===== src/pwmwc_pkg.sv =====
/*
 * Constants shared by the wave counter: register offsets, field positions,
 * values after reset and the encoding of the memory parameter half word.
 * Assumes a single 50 MHz clock domain and a decoder on the same clock.
 */
package pwmwc_pkg;

    localparam int CNT_W = 15;
    localparam int NUM_CH = 4;

    // Register byte offsets.
    localparam logic [7:0] OFS_CTRL = 8'h00;
    localparam logic [7:0] OFS_TOP = 8'h04;
    localparam logic [7:0] OFS_STATUS = 8'h08;

    // Control register fields.
    localparam int CTRL_EN_POS = 0;
    localparam int CTRL_UPDN_POS = 1;
    localparam int CTRL_PRESC_POS = 2;
    localparam int CTRL_WAVE_POS = 5;

    // Status register fields.
    localparam int ST_DOWN_POS = 15;
    localparam int ST_RUN_POS = 16;
    localparam int ST_OUT_POS = 17;
    localparam int ST_PEND_POS = 21;

    // Memory parameter half word: polarity on top, compare value below.
    localparam int PARAM_POL_POS = 15;

    localparam logic [CNT_W-1:0] TOP_RST = 15'h3e80;
    localparam logic [2:0] PRESC_RST = 3'h0;

endpackage


===== src/pwmwc_top.sv =====
/*
 * Wave counter of a four channel pulse width modulator, with its software
 * registers and the compare load path from the decoder.
 * Assumes the decoder and the register master run on clk and hold their
 * own sequencing; the outputs go straight to the assigned pins.
 */
// What this block does
// - One shared 15-bit counter, four compare channels.
// - Each channel drives its own output pin.
// - Polarity comes from the fetched parameter.
// - Mode bit selects up or up-down counting.
// - Top value and prescaler set the period.
// - Top below compare: no edges, held high.
// - Compare registers loaded only by decoder.
// - Top register writable any time without glitches.
// - Load_mode_a mode takes top from memory.
// - Otherwise top sampled at start and loads.
// - Up mode wraps to zero, outputs invert.
// - Compare zero low, compare top high.
// - Up counting gives edge aligned pulses.
// - Up period is top divided cycles.
// - Up-down counts back, center aligned pulses.
// - Up-down period is twice top cycles.
// - Fetched updates applied glitch free per period.
// - Load_mode_a groups: three compares, fourth top.
module pwmwc_top
    import pwmwc_pkg::*;
#(
    parameter int ADDR_W = 8
) (
    input wire logic clk,
    input wire logic rst_n,
    input wire logic [ADDR_W-1:0] reg_addr,
    input wire logic [31:0] reg_wdata,
    input wire logic reg_we,
    input wire logic reg_re,
    output logic [31:0] reg_rdata,
    input wire logic sequence_start_task,
    input wire logic load_valid,
    output logic load_ready,
    input wire logic [15:0] load_half0,
    input wire logic [15:0] load_half1,
    input wire logic [15:0] load_half2,
    input wire logic [15:0] load_half3,
    output logic [NUM_CH-1:0] pwm_out,
    output logic pwm_running
);

    initial begin
        if (ADDR_W < 8) begin
            $error("pwmwc_top: ADDR_W must be at least 8");
        end
    end

    ////////////////////////////////////////////////////////////////////////

    typedef struct packed {
        logic enable;
        logic count_up_then_down;
        logic [2:0] presc;
        logic load_mode_a;
        logic [CNT_W-1:0] counter_top_value;
        logic [CNT_W-1:0] top_act;
        logic [CNT_W-1:0] pend_top;
        logic [NUM_CH-1:0][15:0] cmp;
        logic [NUM_CH-1:0][15:0] pend;
        logic pend_valid;
        logic [CNT_W-1:0] cnt;
        logic down;
        logic [6:0] presc_cnt;
        logic running;
        logic [NUM_CH-1:0] out;
        logic [31:0] rdata;
    } pwmwc_state_t;

    pwmwc_state_t s;
    pwmwc_state_t next_s;

    logic [6:0] presc_mask;
    logic tick;
    logic at_top;
    logic period_end;
    logic go_start;
    logic load_acc;
    logic sel_ctrl;
    logic sel_top;
    logic sel_status;
    logic [NUM_CH-1:0] level;
    logic [NUM_CH-1:0][15:0] in_half;

    assign in_half = {load_half3, load_half2, load_half1, load_half0};
    assign presc_mask = 7'(({7'h00, 1'b1} << s.presc) - 8'h01);
    assign tick = s.running && (s.presc_cnt == presc_mask);
    assign at_top = ({1'b0, s.cnt} + 16'h0001) >= {1'b0, s.top_act};
    assign period_end = tick && (s.count_up_then_down ? (s.down && s.cnt <= 15'h0001)
                                                       : at_top);
    assign go_start = sequence_start_task && s.enable && !s.running;
    assign load_ready = !s.pend_valid;
    assign load_acc = load_valid && load_ready;
    assign sel_ctrl = (reg_addr == ADDR_W'(OFS_CTRL));
    assign sel_top = (reg_addr == ADDR_W'(OFS_TOP));
    assign sel_status = (reg_addr == ADDR_W'(OFS_STATUS));

    ////////////////////////////////////////////////////////////////////////
    // Per channel compare against the shared counter.

    genvar gi;
    generate
        for (gi = 0; gi < NUM_CH; gi++) begin : g_ch
            logic [CNT_W-1:0] cval;
            logic raw;
            assign cval = s.cmp[gi][CNT_W-1:0];
            // Zero wins so that a zero compare stays low even with a zero top.
            assign raw = (cval != 15'h0000) &&
                         ((s.cnt < cval) || (cval >= s.top_act));
            assign level[gi] = s.cmp[gi][PARAM_POL_POS] ? raw : !raw;
        end
    endgenerate

    ////////////////////////////////////////////////////////////////////////

    always_comb begin
        next_s = s;
        next_s.rdata = 32'h0000_0000;

        if (reg_we && sel_ctrl) begin
            next_s.enable = reg_wdata[CTRL_EN_POS];
            next_s.count_up_then_down = reg_wdata[CTRL_UPDN_POS];
            next_s.presc = reg_wdata[CTRL_PRESC_POS +: 3];
            next_s.load_mode_a = reg_wdata[CTRL_WAVE_POS];
        end
        // Only the shadow is written; the counter sees it at a sample point.
        if (reg_we && sel_top) begin
            next_s.counter_top_value = reg_wdata[CNT_W-1:0];
        end
        if (reg_re) begin
            if (sel_ctrl) begin
                next_s.rdata[CTRL_EN_POS] = s.enable;
                next_s.rdata[CTRL_UPDN_POS] = s.count_up_then_down;
                next_s.rdata[CTRL_PRESC_POS +: 3] = s.presc;
                next_s.rdata[CTRL_WAVE_POS] = s.load_mode_a;
            end else if (sel_top) begin
                next_s.rdata[CNT_W-1:0] = s.counter_top_value;
            end else if (sel_status) begin
                next_s.rdata[CNT_W-1:0] = s.cnt;
                next_s.rdata[ST_DOWN_POS] = s.down;
                next_s.rdata[ST_RUN_POS] = s.running;
                next_s.rdata[ST_OUT_POS +: NUM_CH] = s.out;
                next_s.rdata[ST_PEND_POS] = s.pend_valid;
            end
        end

        // Decoder load: the only way into the compare registers.
        if (load_acc) begin
            next_s.pend_valid = 1'b1;
            next_s.pend = in_half;
            if (s.load_mode_a) begin
                next_s.pend[NUM_CH-1] = s.cmp[NUM_CH-1];
                next_s.pend_top = load_half3[CNT_W-1:0];
            end else begin
                next_s.pend_top = s.counter_top_value;
            end
        end

        // Prescaler and counter.
        if (s.running) begin
            next_s.presc_cnt = tick ? 7'h00 : 7'(s.presc_cnt + 7'h01);
        end
        if (tick) begin
            if (!s.count_up_then_down) begin
                next_s.down = 1'b0;
                next_s.cnt = at_top ? 15'h0000 : 15'(s.cnt + 15'h0001);
            end else if (!s.down) begin
                if (at_top) begin
                    next_s.cnt = s.top_act;
                    next_s.down = 1'b1;
                end else begin
                    next_s.cnt = 15'(s.cnt + 15'h0001);
                end
            end else if (s.cnt <= 15'h0001) begin
                next_s.cnt = 15'h0000;
                next_s.down = 1'b0;
            end else begin
                next_s.cnt = 15'(s.cnt - 15'h0001);
            end
        end

        // New values land only at a period boundary, so no pulse is cut short.
        if ((period_end || go_start) && s.pend_valid) begin
            next_s.cmp = s.pend;
            next_s.top_act = s.pend_top;
            next_s.pend_valid = load_acc;
        end
        if (go_start) begin
            next_s.running = 1'b1;
            next_s.cnt = 15'h0000;
            next_s.down = 1'b0;
            next_s.presc_cnt = 7'h00;
            if (!s.load_mode_a && !s.pend_valid) begin
                next_s.top_act = s.counter_top_value;
            end
        end
        if (!s.enable) begin
            next_s.running = 1'b0;
        end

        next_s.out = s.running ? level : '0;
    end

    always_ff @(posedge clk or negedge rst_n) begin
        if (!rst_n) begin
            s <= '{enable: 1'b0, count_up_then_down: 1'b0, presc: PRESC_RST,
                   load_mode_a: 1'b0, counter_top_value: TOP_RST, top_act: TOP_RST,
                   pend_top: TOP_RST, cmp: '0, pend: '0, pend_valid: 1'b0,
                   cnt: '0, down: 1'b0, presc_cnt: '0, running: 1'b0,
                   out: '0, rdata: '0};
        end else begin
            s <= next_s;
        end
    end

    assign reg_rdata = s.rdata;
    assign pwm_out = s.out;
    assign pwm_running = s.running;

    ////////////////////////////////////////////////////////////////////////
    // Checks.

    zero_cmp_low_a: assert property (@(posedge clk) disable iff (!rst_n)
        (s.cmp[0][CNT_W-1:0] == 15'h0000 && s.cmp[0][PARAM_POL_POS]) |=> !pwm_out[0])
        else $error("zero compare did not hold output low");

    top_cmp_high_a: assert property (@(posedge clk) disable iff (!rst_n)
        (s.running && s.cmp[2][PARAM_POL_POS] && s.cmp[2][CNT_W-1:0] != 15'h0000
         && s.cmp[2][CNT_W-1:0] >= s.top_act) |=> pwm_out[2])
        else $error("compare at or above top did not hold output high");

    inv_pol_a: assert property (@(posedge clk) disable iff (!rst_n)
        (s.running && !s.cmp[3][PARAM_POL_POS] && s.cmp[3][CNT_W-1:0] != 15'h0000
         && s.cnt < s.cmp[3][CNT_W-1:0] && s.cmp[3][CNT_W-1:0] < s.top_act)
        |=> !pwm_out[3])
        else $error("opposite polarity did not invert");

    up_wrap_a: assert property (@(posedge clk) disable iff (!rst_n)
        (tick && !s.count_up_then_down && at_top && !go_start && s.enable)
        |=> s.cnt == 15'h0000)
        else $error("up counter did not wrap to zero at top");

    updn_peak_a: assert property (@(posedge clk) disable iff (!rst_n)
        (tick && s.count_up_then_down && !s.down && at_top && s.enable && !go_start)
        |=> s.down ##0 s.cnt == $past(s.top_act))
        else $error("up-down counter did not turn at top");

    top_write_a: assert property (@(posedge clk) disable iff (!rst_n)
        (reg_we && sel_top && !period_end && !go_start) |=> $stable(s.top_act))
        else $error("top write reached the counter mid period");

    wave_top_a: assert property (@(posedge clk) disable iff (!rst_n)
        (load_acc && s.load_mode_a) |=> s.pend_top == $past(load_half3[CNT_W-1:0]))
        else $error("load_mode_a top not taken from memory");

    sample_top_a: assert property (@(posedge clk) disable iff (!rst_n)
        (load_acc && !s.load_mode_a) |=> s.pend_top == $past(s.counter_top_value))
        else $error("top register not sampled on load");

    cmp_hold_a: assert property (@(posedge clk) disable iff (!rst_n)
        (!period_end && !go_start) |=> $stable(s.cmp))
        else $error("compare changed inside a period");

    presc_rate_a: assert property (@(posedge clk) disable iff (!rst_n)
        (tick && s.presc == 3'h1 && s.enable && !sequence_start_task && !reg_we)
        |=> !tick)
        else $error("prescaler ticked too often");

    start_top_a: assert property (@(posedge clk) disable iff (!rst_n)
        (go_start && !s.load_mode_a && !s.pend_valid) |=> s.top_act == $past(s.counter_top_value))
        else $error("top register not sampled at start");

    run_start_a: assert property (@(posedge clk) disable iff (!rst_n)
        go_start |=> (pwm_running && s.cnt == 15'h0000))
        else $error("start did not run the counter from zero");

    stop_run_a: assert property (@(posedge clk) disable iff (!rst_n)
        !s.enable |=> !pwm_running)
        else $error("disabled block kept running");

    idle_out_a: assert property (@(posedge clk) disable iff (!rst_n)
        !s.running |=> pwm_out == '0)
        else $error("idle outputs not low");

    up_step_a: assert property (@(posedge clk) disable iff (!rst_n)
        (tick && !s.count_up_then_down && !at_top && s.enable && !go_start)
        |=> s.cnt == 15'($past(s.cnt) + 15'h0001))
        else $error("up counter did not step by one");

    down_step_a: assert property (@(posedge clk) disable iff (!rst_n)
        (tick && s.count_up_then_down && s.down && s.cnt > 15'h0001 && !go_start)
        |=> (s.down && s.cnt == 15'($past(s.cnt) - 15'h0001)))
        else $error("down counter did not step by one");

    down_turn_a: assert property (@(posedge clk) disable iff (!rst_n)
        (tick && s.count_up_then_down && s.down && s.cnt <= 15'h0001 && !go_start)
        |=> (!s.down && s.cnt == 15'h0000))
        else $error("down counter did not turn at zero");

    updn_bound_a: assert property (@(posedge clk) disable iff (!rst_n)
        (s.running && s.count_up_then_down && !s.down) |-> s.cnt <= s.top_act)
        else $error("up-down counter passed the top");

    wave_keep3_a: assert property (@(posedge clk) disable iff (!rst_n)
        (load_acc && s.load_mode_a) |=> s.pend[NUM_CH-1] == $past(s.cmp[NUM_CH-1]))
        else $error("load_mode_a load changed the fourth compare");

    load_take_a: assert property (@(posedge clk) disable iff (!rst_n)
        load_acc |=> (s.pend_valid && s.pend[0] == $past(load_half0)))
        else $error("decoder load not captured");

    apply_top_a: assert property (@(posedge clk) disable iff (!rst_n)
        (period_end && s.pend_valid) |=> s.top_act == $past(s.pend_top))
        else $error("pending top not applied at period end");

    pend_hold_a: assert property (@(posedge clk) disable iff (!rst_n)
        (s.pend_valid && !period_end && !go_start) |=> s.pend_valid)
        else $error("pending load lost inside a period");

    read_top_a: assert property (@(posedge clk) disable iff (!rst_n)
        (reg_re && sel_top) |=> reg_rdata == {17'h00000, $past(s.counter_top_value)})
        else $error("top register read back wrong");

    edge_align_a: assert property (@(posedge clk) disable iff (!rst_n)
        (s.running && s.cnt == 15'h0000 && s.cmp[1][PARAM_POL_POS] && s.cmp[2][PARAM_POL_POS]
         && s.cmp[1][CNT_W-1:0] != 15'h0000 && s.cmp[2][CNT_W-1:0] != 15'h0000)
        |=> (pwm_out[1] && pwm_out[2]))
        else $error("channel edges not aligned at wrap");

    tick_clear_a: assert property (@(posedge clk) disable iff (!rst_n)
        tick |=> s.presc_cnt == 7'h00)
        else $error("prescaler did not restart after a tick");

    up_mode_c: cover property (@(posedge clk) disable iff (!rst_n)
        period_end && !s.count_up_then_down);
    updn_mode_c: cover property (@(posedge clk) disable iff (!rst_n)
        period_end && s.count_up_then_down);
    wave_load_c: cover property (@(posedge clk) disable iff (!rst_n)
        period_end && s.pend_valid && s.load_mode_a);
    stall_c: cover property (@(posedge clk) disable iff (!rst_n)
        load_valid && !load_ready);
    start_load_c: cover property (@(posedge clk) disable iff (!rst_n)
        go_start && s.pend_valid);

endmodule

===== config.mk =====
export PLATFORM = sky130hd
export DESIGN_NAME = pwmwc_top
export DESIGN_NICKNAME = d
export VERILOG_FILES = /design/src/pwmwc_pkg.sv /design/src/pwmwc_top.sv
export SDC_FILE = /design/constraint.sdc
export NUM_CORES = 1
export LEC_CHECK = 0
export ABC_AREA = 1
export BUFFER_PORTS_ARGS = -buffer_cell sky130_fd_sc_hd__buf_2
export CAP_MARGIN = 20
export CORE_MARGIN = 2
export CORE_UTILIZATION = 60
export DETAILED_ROUTE_END_ITERATION = 8
export PLACE_DENSITY = 0.81
export SYNTH_ARGS = -nofsm -noshare
export SYNTH_HDL_FRONTEND = slang
export SYNTH_SLANG_ARGS = --single-unit

===== constraint.sdc =====
create_clock -name clk -period 5.19 [get_ports clk]
set_clock_uncertainty 0.2 [all_clocks]
set_input_delay 0.2595 -clock clk [delete_from_list [all_inputs] [get_ports clk]]
set_output_delay 0.2595 -clock clk [all_outputs]
set_load 0.03 [all_outputs]

==> results by group, run 1 <==
Die
  • Die width: 158 µm
  • # IOs: 148
  • Die Ht: 158 µm
  • Core Region: 0.0233 mm²
  • Die ar.: 0.0249 mm²
  • Initial Util: 0.608
  • Row Count: 56

Outcome
  • Run status: completed

Final layout
  • Final #Nets: 2,204
  • Final core utilization: 0.714
  • Layout area overhead: 17.4%
  • Commonest non-fill, non-tap cell in the layout: nand2_1
  • Share of cells above drive strength 1: 0.133
  • Antenna cells: 0
  • Layout fillers: 1,721
  • Most frequent cells in the layout: 412 x nand2_1, 230 x inv_1, 212 x dfrtp_1

Power and ir drop
  • Pwr dens: 582 mW/mm²
  • Worst vdd ir: 0.429 mV
  • Pleak: 8.60 nW

Drt
  • DRT iter0 DRCs: 1,312
  • Vias/cell: 5.83
  • WL final: 42,700 µm
  • DRT antenna net count: 0
  • DRC Markers: 0
  • Wire length per cell: 18.6 µm
  • Via count: 13,400
  • DR pass1 iterations: 6

Place
  • Port buffer count: 120
  • Routability Congestion: 0.973
  • Hpwl dp: 27,800 µm
  • Pre-CTS setup slack: 0.608 ns

Logic synthesis
  • Compound-gate portion of the synthesized area: 0.132
  • Area contributors post-synth: dfrtp_1 37%, ha_1 12%, nand2_1 11%
  • Mux cell area share after synthesis: 0
  • Mapped Area: 0.0142 mm²
  • Post-synthesis adder-cell area fraction: 0.119
  • Synth area leader: dfrtp_1
  • Mapped Cells: 1,795
  • Post-synthesis area per instance: 7.91 µm²
  • Number of synthesized register bits: 230
  • Post-Synth XOR/XNOR Area: 0.0130
  • Simple-gate share of the synthesized area: 0.227
  • Distinct cells, synth: 44
  • Post-synthesis sequential area ratio: 0.407
  • YS warnings: 0
  • Largest family of logic cells by synthesized area: simple AND/OR/NAND/NOR gates
  • Area share of the largest cell type after synthesis: 0.374

Critical path
  • Crit end category: flop
  • RR Startpoint: s[49]$_DFFE_PN0P_
  • Worst R2R Setup Slack: 0.43 ns
  • CP arrival: 5.03 ns
  • Worst path cell trace: nand2_1 > nor3_1 > inv_1 > nor2_1 > nand4_1 > xor2_1 > ha_1 > nand2_1 > o21ai_0 > nand3_1 > nand2_2 > nor2_4 > nand3_4 > nand3_4 > buf_4 > nor2_1 > a21oi_2
  • Capture point of the worst reg-to-reg path: g_ch[1].cval[12]$_DFFE_PN0N_
  • Worst Setup EP: g_ch[1].cval[12]$_DFFE_PN0N_
  • Max incr delay on CP: 0.72 ns
  • Slowest-stage cell, CP: buf_4
  • Timing startpoint of the critical path: s[49]$_DFFE_PN0P_
  • Worst Reg-to-Reg Cells: 17
  • CP Launch Type: flop
  • Crit-path max FO: 64
  • Classification of the worst setup path: flop to flop
  • Crit path required time: 5.46 ns

Timing
  • Slew headroom: 0.264
  • Fin crit period: 4.76 ns
  • Pins over their slew limit: 0
  • # setup viols final: 0
  • Worst hold slack: 0.0532 ns
  • Setup slack after layout: 0.428 ns
  • Setup_tns: 0 ns
  • Least-Margin Pin Slew: 1.10 ns
  • Max frequency: 0.210 GHz
  • Fin. Hold Viols: 0
  • Part of the cycle the worst path needs: 0.918
  • RSZ-0062 raised after global routing: false

Job
  • Max Cap Viol: 0

Global route
  • Initial antenna violation count: 0
  • Overflow after GRT: 0
  • First-pass GRT wire length: 67,700 µm
  • Largest net degree at the start of global routing: 129
  • Vias in the first global route: 13,200
  • Total GRT Usage: 0.351

CTS
  • Clock sink total: 230
  • Worst-Skew Late Latency: 0.57 ns
  • Clock root buffer: clkbuf_16
  • Clk pin slew, worst setup/hold paths: 0.07 ns
  • H-tree depth: 1
  • Resized Gates After CTS: 0
  • Clock Path Buffers: 3
  • CTS tree: yes
  • Total CTS buffers: 26

Min path
  • Hold path cells: 3
  • HP Class: primary input to flop
how the worst min path moves through the flow:
stage	startpoint	end
6_report	reg_addr[3]	reg_rdata[18]$_DFF_PN0_
5_1_grt	reg_addr[3]	reg_rdata[19]$_DFF_PN0_
4_1_cts	reg_addr[6]	reg_rdata[3]$_DFF_PN0_
3_5_place_dp	rst_n	s[227]$_DFFE_PN0P_
3_3_place_gp	rst_n	s[227]$_DFFE_PN0P_
2_1_floorplan	rst_n	g_ch[0].cval[0]$_DFFE_PN0N_
timing repair:
action / 4_1_cts / 5_1_grt
buffers inserted: 0 / 0
endpoints found under the hold margin: 211 / 0
hold buffers: 83 / 0
report_power, final:
group / switching, mW / total (mW) / leakage, nW / internal, mW
Clock: 0.802 / 2.04 / 0.470 / 1.24
Combinational: 2.79 / 4.49 / 5.34 / 1.70
Sequential: 0.669 / 3.16 / 2.79 / 2.49
state kept, by name (all words and copies together) (netlist names):
register and count:
s 143, pwm_running 1, g_ch.cval 60, pwm_out 4, reg_rdata 22
metal layers:
| layer | global-route usage | wire length, µm | up-vias |
|---|---|---|---|
| li1 | - | - | 6181 |
| met2 | 0.564 | 19700 | 702 |
| met4 | 0.190 | 2610 | 0 |
| met3 | 0.0786 | 4050 | 205 |
| met5 | 0 | 0 | - |
| met1 | 0.442 | 16300 | 6315 |
cell type report:
type / count / area [µm²] / area share
clock inverters: 15 / 243 / 0.0146
well taps: 319 / 399 / 0.0240
clock buffers: 33 / 717 / 0.0430
repair buffers: 223 / 1640 / 0.0987
multi-input cells: 1245 / 7010 / 0.420
flip-flops and latches: 230 / 5780 / 0.347
inverters: 233 / 875 / 0.0525
metrics by stage:
| stage | instance area (µm²) | total power, mW | std cells |
|---|---|---|---|
| after floorplan | 14200 | 6.08 | 1804 |
| after global placement | 14800 | 7.17 | 2165 |
| after detailed placement | 14800 | 7.42 | 2165 |
| after CTS | 16600 | 9.56 | 2296 |
| after global routing | 16700 | 10.5 | 2298 |
| final | 16700 | 9.69 | 2298 |
logic make-up after synthesis:
logic type / Yosys count
and+or+nand+nor: 750
AOI/OAI and AO/OA: 329
other: 1
DFF: 230
buffers and inverters: 329
adders and majority gates: 135
xor gates and xnor gates: 21
Yosys cell counts (all sizes together):
cell     number
a211oi        1
a21oi       156
a31oi         1
and3          1
buf          59
clkbuf       37
clkinv        2
conb          1
dfrtp       212
dfstp        18
ha          135
inv         231
nand2       418
nand3        74
nand3b        5
nand4        48
nor2        160
nor3         22
nor3b         1
nor4         14
o2111ai       3
o211ai        1
o21a          7
o21ai       128
o21bai        1
o221ai        1
o22ai        30
or2           3
or4           4
xnor2         1
xor2         20
critical path, delay by kind of cell (launching register included):
| family | cells | cell delay, ns |
|---|---|---|
| AO/OA/AOI/OAI | 2 | 0.23 |
| XOR/XNOR | 1 | 0.23 |
| adder cells (fa/ha/maj) | 1 | 0.27 |
| buffers and inverters | 2 | 0.79 |
| flip-flops | 1 | 0.67 |
| AND/OR/NAND/NOR | 11 | 2.23 |
Note: power is estimated with default switching activity, not from simulation.
==> run 2, diff against run 1 <==
ABC_AREA = 0   (was 1)
==> run 2 against run 1 <==
Compared with the run above:
- register-to-register slack improved by 0.32 ns
- first-iteration DRC count decreased by 35%
- die area decreased by 3.3%
- non-clock buffer count increased by 2
- sequential cell count unchanged
- total power decreased by 9.6%
- wire length decreased by 9.6%
- combinational power decreased by 12%
- global-route usage decreased by 2.8 points
- area after synthesis decreased by 3.4%
- worst hold slack improved by 0.039 ns
- largest cell class unchanged
- highest routed layer unchanged
==> results by group, run 2 <==
Outcome
  • Run status: completed

Critical path
  • CP Launch Type: flop
  • Crit end category: flop
  • Crit path required time: 5.41 ns
  • CP arrival: 4.67 ns
  • Classification of the worst setup path: flop to flop
  • Crit-path max FO: 44

Final layout
  • Most frequent cells in the layout: 211 x dfrtp_1, 135 x ha_1, 127 x mux2_2
  • Commonest non-fill, non-tap cell in the layout: dfrtp_1
  • Post-route cell area: 0.0161 mm²
  • Max reg flops: 143
  • Final #Nets: 1,722
  • Most flops, register: s
  • Share of cells above drive strength 1: 0.233
  • Antenna cells: 0
  • Layout area overhead: 17.3%

Drt
  • DRT antenna net count: 0
  • Wire length per cell: 21.7 µm
  • DRT iter0 DRCs: 855
  • DR pass1 iterations: 6
  • DRC Markers: 0
  • Vias/cell: 6.26
  • WL final: 38,600 µm
  • Via count: 11,100

Power and ir drop
  • Int Pwr: 5.21 mW
  • Switching Share: 0.406
  • Comb pwr share: 0.451
  • NetSw: 3.55 mW
  • Worst vdd ir: 0.338 mV
  • Pleak: 7.63 nW
  • Seq pwr share: 0.340
  • Clock Power Share: 0.210
  • Pwr dens: 545 mW/mm²

Timing
  • Slew headroom: 0.338
  • Pins over their slew limit: 0
  • Fin crit period: 4.45 ns
  • Least-Margin Pin Slew: 0.989 ns
  • Setup_tns: 0 ns
  • Part of the cycle the worst path needs: 0.857
  • Max frequency: 0.225 GHz
  • RSZ-0062 raised after global routing: false
  • # setup viols final: 0
  • Fin. Hold Viols: 0

Die
  • Die width: 155 µm
  • Die Ht: 155 µm
  • Die ar.: 0.0241 mm²
  • # IOs: 148
  • Row Count: 55
  • Initial Util: 0.609
  • Core Region: 0.0225 mm²

Logic synthesis
  • Number of synthesized register bits: 230
  • Post-synthesis area per instance: 10.5 µm²
  • Synth cell count leaders: 212 x dfrtp_1, 135 x ha_1, 127 x mux2_2
  • Area share of the largest cell type after synthesis: 0.387
  • Count leader, synth: dfrtp_1
  • YS warnings: 0
  • Main synth FF type: dfrtp_1
  • Post-synth ARST share: 1.00
  • Distinct cells, synth: 70
  • EDFF count, synth: 0
  • Post-synthesis sequential area ratio: 0.421
  • Synth area leader: dfrtp_1
  • Area contributors post-synth: dfrtp_1 39%, ha_1 12%, mux2_2 10%
  • Mapped Cells: 1,309
  • Mapped Area: 0.0137 mm²

Place
  • Port buffer count: 120
  • Routability Congestion: 1.03
  • Area after DPL: 0.0144 mm²
  • Hpwl dp: 25,300 µm

CTS
  • Post-CTS setup buffers: 0
  • Resized Gates After CTS: 0
  • Clock Path Buffers: 3
  • H-tree depth: 1
  • Total CTS buffers: 24
  • Clk pin slew, worst setup/hold paths: 0.07 ns
  • Worst-Skew Late Latency: 0.54 ns
  • Clock root buffer: clkbuf_16
  • Hold buffers post-CTS: 85
  • CTS tree: yes
  • Clock sink total: 230

Global route
  • Largest net degree at the start of global routing: 133
  • Initial antenna violation count: 0
  • Total GRT Usage: 0.323
  • Overflow after GRT: 0
  • First-pass GRT wire length: 60,600 µm
  • Vias in the first global route: 11,500

Job
  • Max Cap Viol: 0

Min path
  • HP Class: primary input to flop
[run 2: critical path, cell delays in order, from the launching register on]
cell	delay, ns
dfrtp_1	0.79
ha_1	0.38
nand3_1	0.10
nor2_1	0.19
nand3_1	0.11
xnor2_1	0.27
ha_1	0.30
a21oi_1	0.21
o31a_1	0.44
mux2i_4	0.13
o211a_1	0.28
nor2_4	0.23
buf_12	0.27
mux2_2	0.37
[run 2: layout make-up]
cell class / count / area (µm²)
well taps: 285 / 357
fillers: 1553 / 6420
clock buffers: 33 / 694
inverters: 89 / 334
multi-input cells: 907 / 7110
flip-flops and latches: 230 / 5780
clock inverters: 11 / 151
repair buffers: 225 / 1650
[run 2: per-stage QoR]
step / setup WS, ns / total power [mW] / instances / hold WS, ns / util
final: 0.744 / 8.76 / 1780 / 0.0919 / 0.715
after global routing: 0.554 / 9.29 / 1780 / 0.131 / 0.715
after CTS: 0.803 / 8.65 / 1780 / 0.0749 / 0.715
after detailed placement: 0.824 / 6.71 / 1651 / 0.128 / 0.639
after global placement: 0.892 / 6.45 / 1651 / 0.125 / 0.639
after floorplan: 1.51 / 5.49 / 1318 / -0.236 / -
[run 2: per-layer routing]
layer	up-vias	wire [µm]	GRT usage	share of wire
li1	5020	-	-	-
met1	5439	15000	0.411	0.39
met2	526	18100	0.528	0.47
met3	162	3100	0.0535	0.080
met4	0	2370	0.179	0.061
met5	-	0	0	0
[run 2: path summary, 6_finish.rpt]
check,start,to,slack [ns],cells past startpoint
max in group asynchronous,rst_n,s[62]$_DFFE_PN0P_,3.53,3
min,reg_addr[2],reg_rdata[7]$_DFF_PN0_,0.09,4
max,s[46]$_DFFE_PN0P_,g_ch[2].cval[4]$_DFFE_PN0N_,0.74,13
min in group asynchronous,rst_n,reg_rdata[14]$_DFF_PN0_,0.12,2
max reg2reg,s[46]$_DFFE_PN0P_,g_ch[2].cval[4]$_DFFE_PN0N_,0.74,13
min reg2reg,s[124]$_DFFE_PN0P_,s[124]$_DFFE_PN0P_,0.28,2
[run 2: logic make-up (layout without fill, tap and decap cells)]
kind of cell	count (synthesis)	count (layout)	share of synthesized area
AO/OA/AOI/OAI	274	274	0.131
XOR/XNOR	26	26	0.0166
adder cells (fa/ha/maj)	135	135	0.123
buffers and inverters	181	358	0.0637
flip-flops	230	230	0.421
multiplexers	170	170	0.139
other	1	10	0.000274
AND/OR/NAND/NOR	292	292	0.105
[run 2: power groups by stage]
stage	Clock, mW	Sequential [mW]	Combinational (mW)
final	1.84	2.98	3.95
after global routing	1.93	3.03	4.33
after CTS	1.86	2.95	3.85
after detailed placement	0	2.97	3.74
after global placement	0	2.94	3.51
after floorplan	0	2.75	2.74
==> run 3, diff against run 2 <==
CORE_MARGIN = default   (was 2)
==> run 3 against run 2 <==
Compared with the run above:
- die area shrank 2.6%
- register-to-register slack gained 0.24 ns
- critical path depth is the same
- count of clock-buffer cells in the layout shrank 1
- global-route usage grew 0.74 points
- clock power grew 3%
- combinational power is essentially flat
- sequential power is essentially flat
- cell area grew 0.18%
- highest routed layer unchanged
==> results by group, run 3 (same netlist as run 2, synthesis figures left out) <==
Final layout
  • Layout fillers: 1,488
  • Max reg flops: 143
  • Post-route cell area: 0.0161 mm²
  • Share of cells above drive strength 1: 0.234
  • Final #Nets: 1,728
  • Seq. cell area: 0.00578 mm²
  • Commonest non-fill, non-tap cell in the layout: dfrtp_1
  • Layout area overhead: 17.5%
  • Most frequent cells in the layout: 211 x dfrtp_1, 135 x ha_1, 127 x mux2_2
  • Antenna cells: 0
  • Area of the multi-input gates: 0.00711 mm²
  • Most flops, register: s

CTS
  • Clock root buffer: clkbuf_16
  • Post-CTS setup buffers: 0
  • Worst-Skew Late Latency: 0.55 ns
  • Total CTS buffers: 25
  • Clock sink total: 230
  • Resized Gates After CTS: 0
  • H-tree depth: 1
  • Clk pin slew, worst setup/hold paths: 0.06 ns
  • CTS tree: yes
  • Clock Path Buffers: 3

Drt
  • Wire length per cell: 21.3 µm
  • Met3 routed WL: 3450 µm
  • DRT antenna net count: 0
  • Via count: 11,100
  • DRC Markers: 0
  • Met1 wire length: 14,700 µm
  • DR pass1 iterations: 5
  • WL final: 38,000 µm
  • DRT iter0 DRCs: 1,036
  • WL met2: 17,800 µm
  • Vias/cell: 6.24
  • Highest routing layer actually used: met4

Die
  • Die Ht: 153 µm
  • Die width: 153 µm
  • Initial Util: 0.621
  • Die ar.: 0.0235 mm²
  • Row Count: 54
  • Core Region: 0.0221 mm²
  • # IOs: 148

Critical path
  • Slowest-stage cell, CP: a2bb2oi_1
  • CP arrival: 4.41 ns
  • Max incr delay on CP: 0.40 ns
  • Worst path cell trace: and4_4 > nand4_4 > nor2_1 > xor2_1 > ha_1 > a211oi_1 > a2bb2oi_1 > a21o_1 > a311oi_1 > o211a_1 > nor2_4 > buf_4 > mux2_2
  • Crit path max-delay family: compound AO/OA/AOI/OAI gates
  • Worst Path Buf+Inv: 1
  • Crit path required time: 5.39 ns
  • CP Launch Type: flop
  • Crit end category: flop
  • Crit-path max FO: 29
  • Classification of the worst setup path: flop to flop

Timing
  • Slew headroom: 0.285
  • # setup viols final: 0
  • Pins over their slew limit: 0
  • Fin crit period: 4.21 ns
  • Part of the cycle the worst path needs: 0.811
  • Fin. Hold Viols: 0
  • Max frequency: 0.238 GHz
  • RSZ-0062 raised after global routing: false
  • Least-Margin Pin Slew: 1.07 ns
  • Setup_tns: 0 ns

Outcome
  • Run status: completed

Job
  • Max Cap Viol: 0

Power and ir drop
  • Worst vdd ir: 0.347 mV
  • Pwr dens: 550 mW/mm²
  • Pleak: 7.64 nW

Place
  • Routability Congestion: 0.972
  • Hpwl dp: 24,900 µm
  • Port buffer count: 120
  • Area after DPL: 0.0144 mm²

Global route
  • Largest net degree at the start of global routing: 107
  • Overflow after GRT: 0
  • Total GRT Usage: 0.330
  • Vias in the first global route: 11,200
  • First-pass GRT wire length: 60,200 µm
  • Initial antenna violation count: 0

Min path
  • HP Class: primary input to flop
[run 3: timing repair]
| item | in CTS | in global routing |
|---|---|---|
| hold buffers | 85 | 0 |
| endpoints found under the setup margin | 0 | 0 |
| endpoints found under the hold margin | 203 | 0 |
[run 3: path summary, 6_finish.rpt]
path	to	depth (start not counted)	from	slack [ns]
worst max register to register	g_ch[1].cval[10]$_DFFE_PN0N_	13	s[47]$_DFFE_PN0P_	0.98
min in group asynchronous	reg_rdata[4]$_DFF_PN0_	2	rst_n	0.17
worst max-delay path	g_ch[1].cval[10]$_DFFE_PN0N_	13	s[47]$_DFFE_PN0P_	0.98
worst min-delay path	reg_rdata[14]$_DFF_PN0_	4	reg_addr[2]	0.07
max in group asynchronous	s[52]$_DFFE_PN0P_	3	rst_n	3.25
worst min register to register	reg_rdata[20]$_DFF_PN0_	1	pwm_out[3]$_DFF_PN0_	0.24
[run 3: final cells by class]
class	instances	share of cell area
Clock buffer	32	0.0411
Multi-Input combinational cell	907	0.442
Clock inverter	14	0.0128
Tap cell	280	0.0217
Inverter	89	0.0207
Timing Repair Buffer	230	0.103
Sequential cell	230	0.359
[run 3: layer usage]
metal	vias up	global-route usage
li1	5046	-
met1	5366	0.416
met2	554	0.540
met3	158	0.0709
met4	0	0.165
met5	-	0
[run 3: power breakdown]
group | switching, mW | internal, mW | total [mW]
clock | 0.748 | 1.15 | 1.90
sequential | 0.598 | 2.37 | 2.97
combinational | 2.22 | 1.76 | 3.98
total | 3.56 | 5.29 | 8.85
[run 3: worst register-to-register path: stages, from the launching register on]
cell and delay, ns:
dfrtp_1 0.36, and4_4 0.29, nand4_4 0.21, nor2_1 0.19
xor2_1 0.25, ha_1 0.29, a211oi_1 0.26, a2bb2oi_1 0.40
a21o_1 0.22, a311oi_1 0.11, o211a_1 0.34, nor2_4 0.13
buf_4 0.39, mux2_2 0.43
[run 3: through the flow]
| step | setup WS [ns] | instances | hold WS [ns] | total power, mW | utilization |
|---|---|---|---|---|---|
| 3_5_place_dp | 1.11 | 1651 | 0.174 | 6.74 | 0.651 |
| 5_1_grt | 0.827 | 1782 | 0.100 | 9.42 | 0.729 |
| 4_1_cts | 1.08 | 1782 | 0.0636 | 8.70 | 0.729 |
| 6_report | 0.983 | 1782 | 0.0667 | 8.85 | 0.729 |
| 3_3_place_gp | 1.22 | 1651 | 0.166 | 6.52 | 0.651 |
| 2_1_floorplan | 1.51 | 1318 | -0.236 | 5.49 | - |
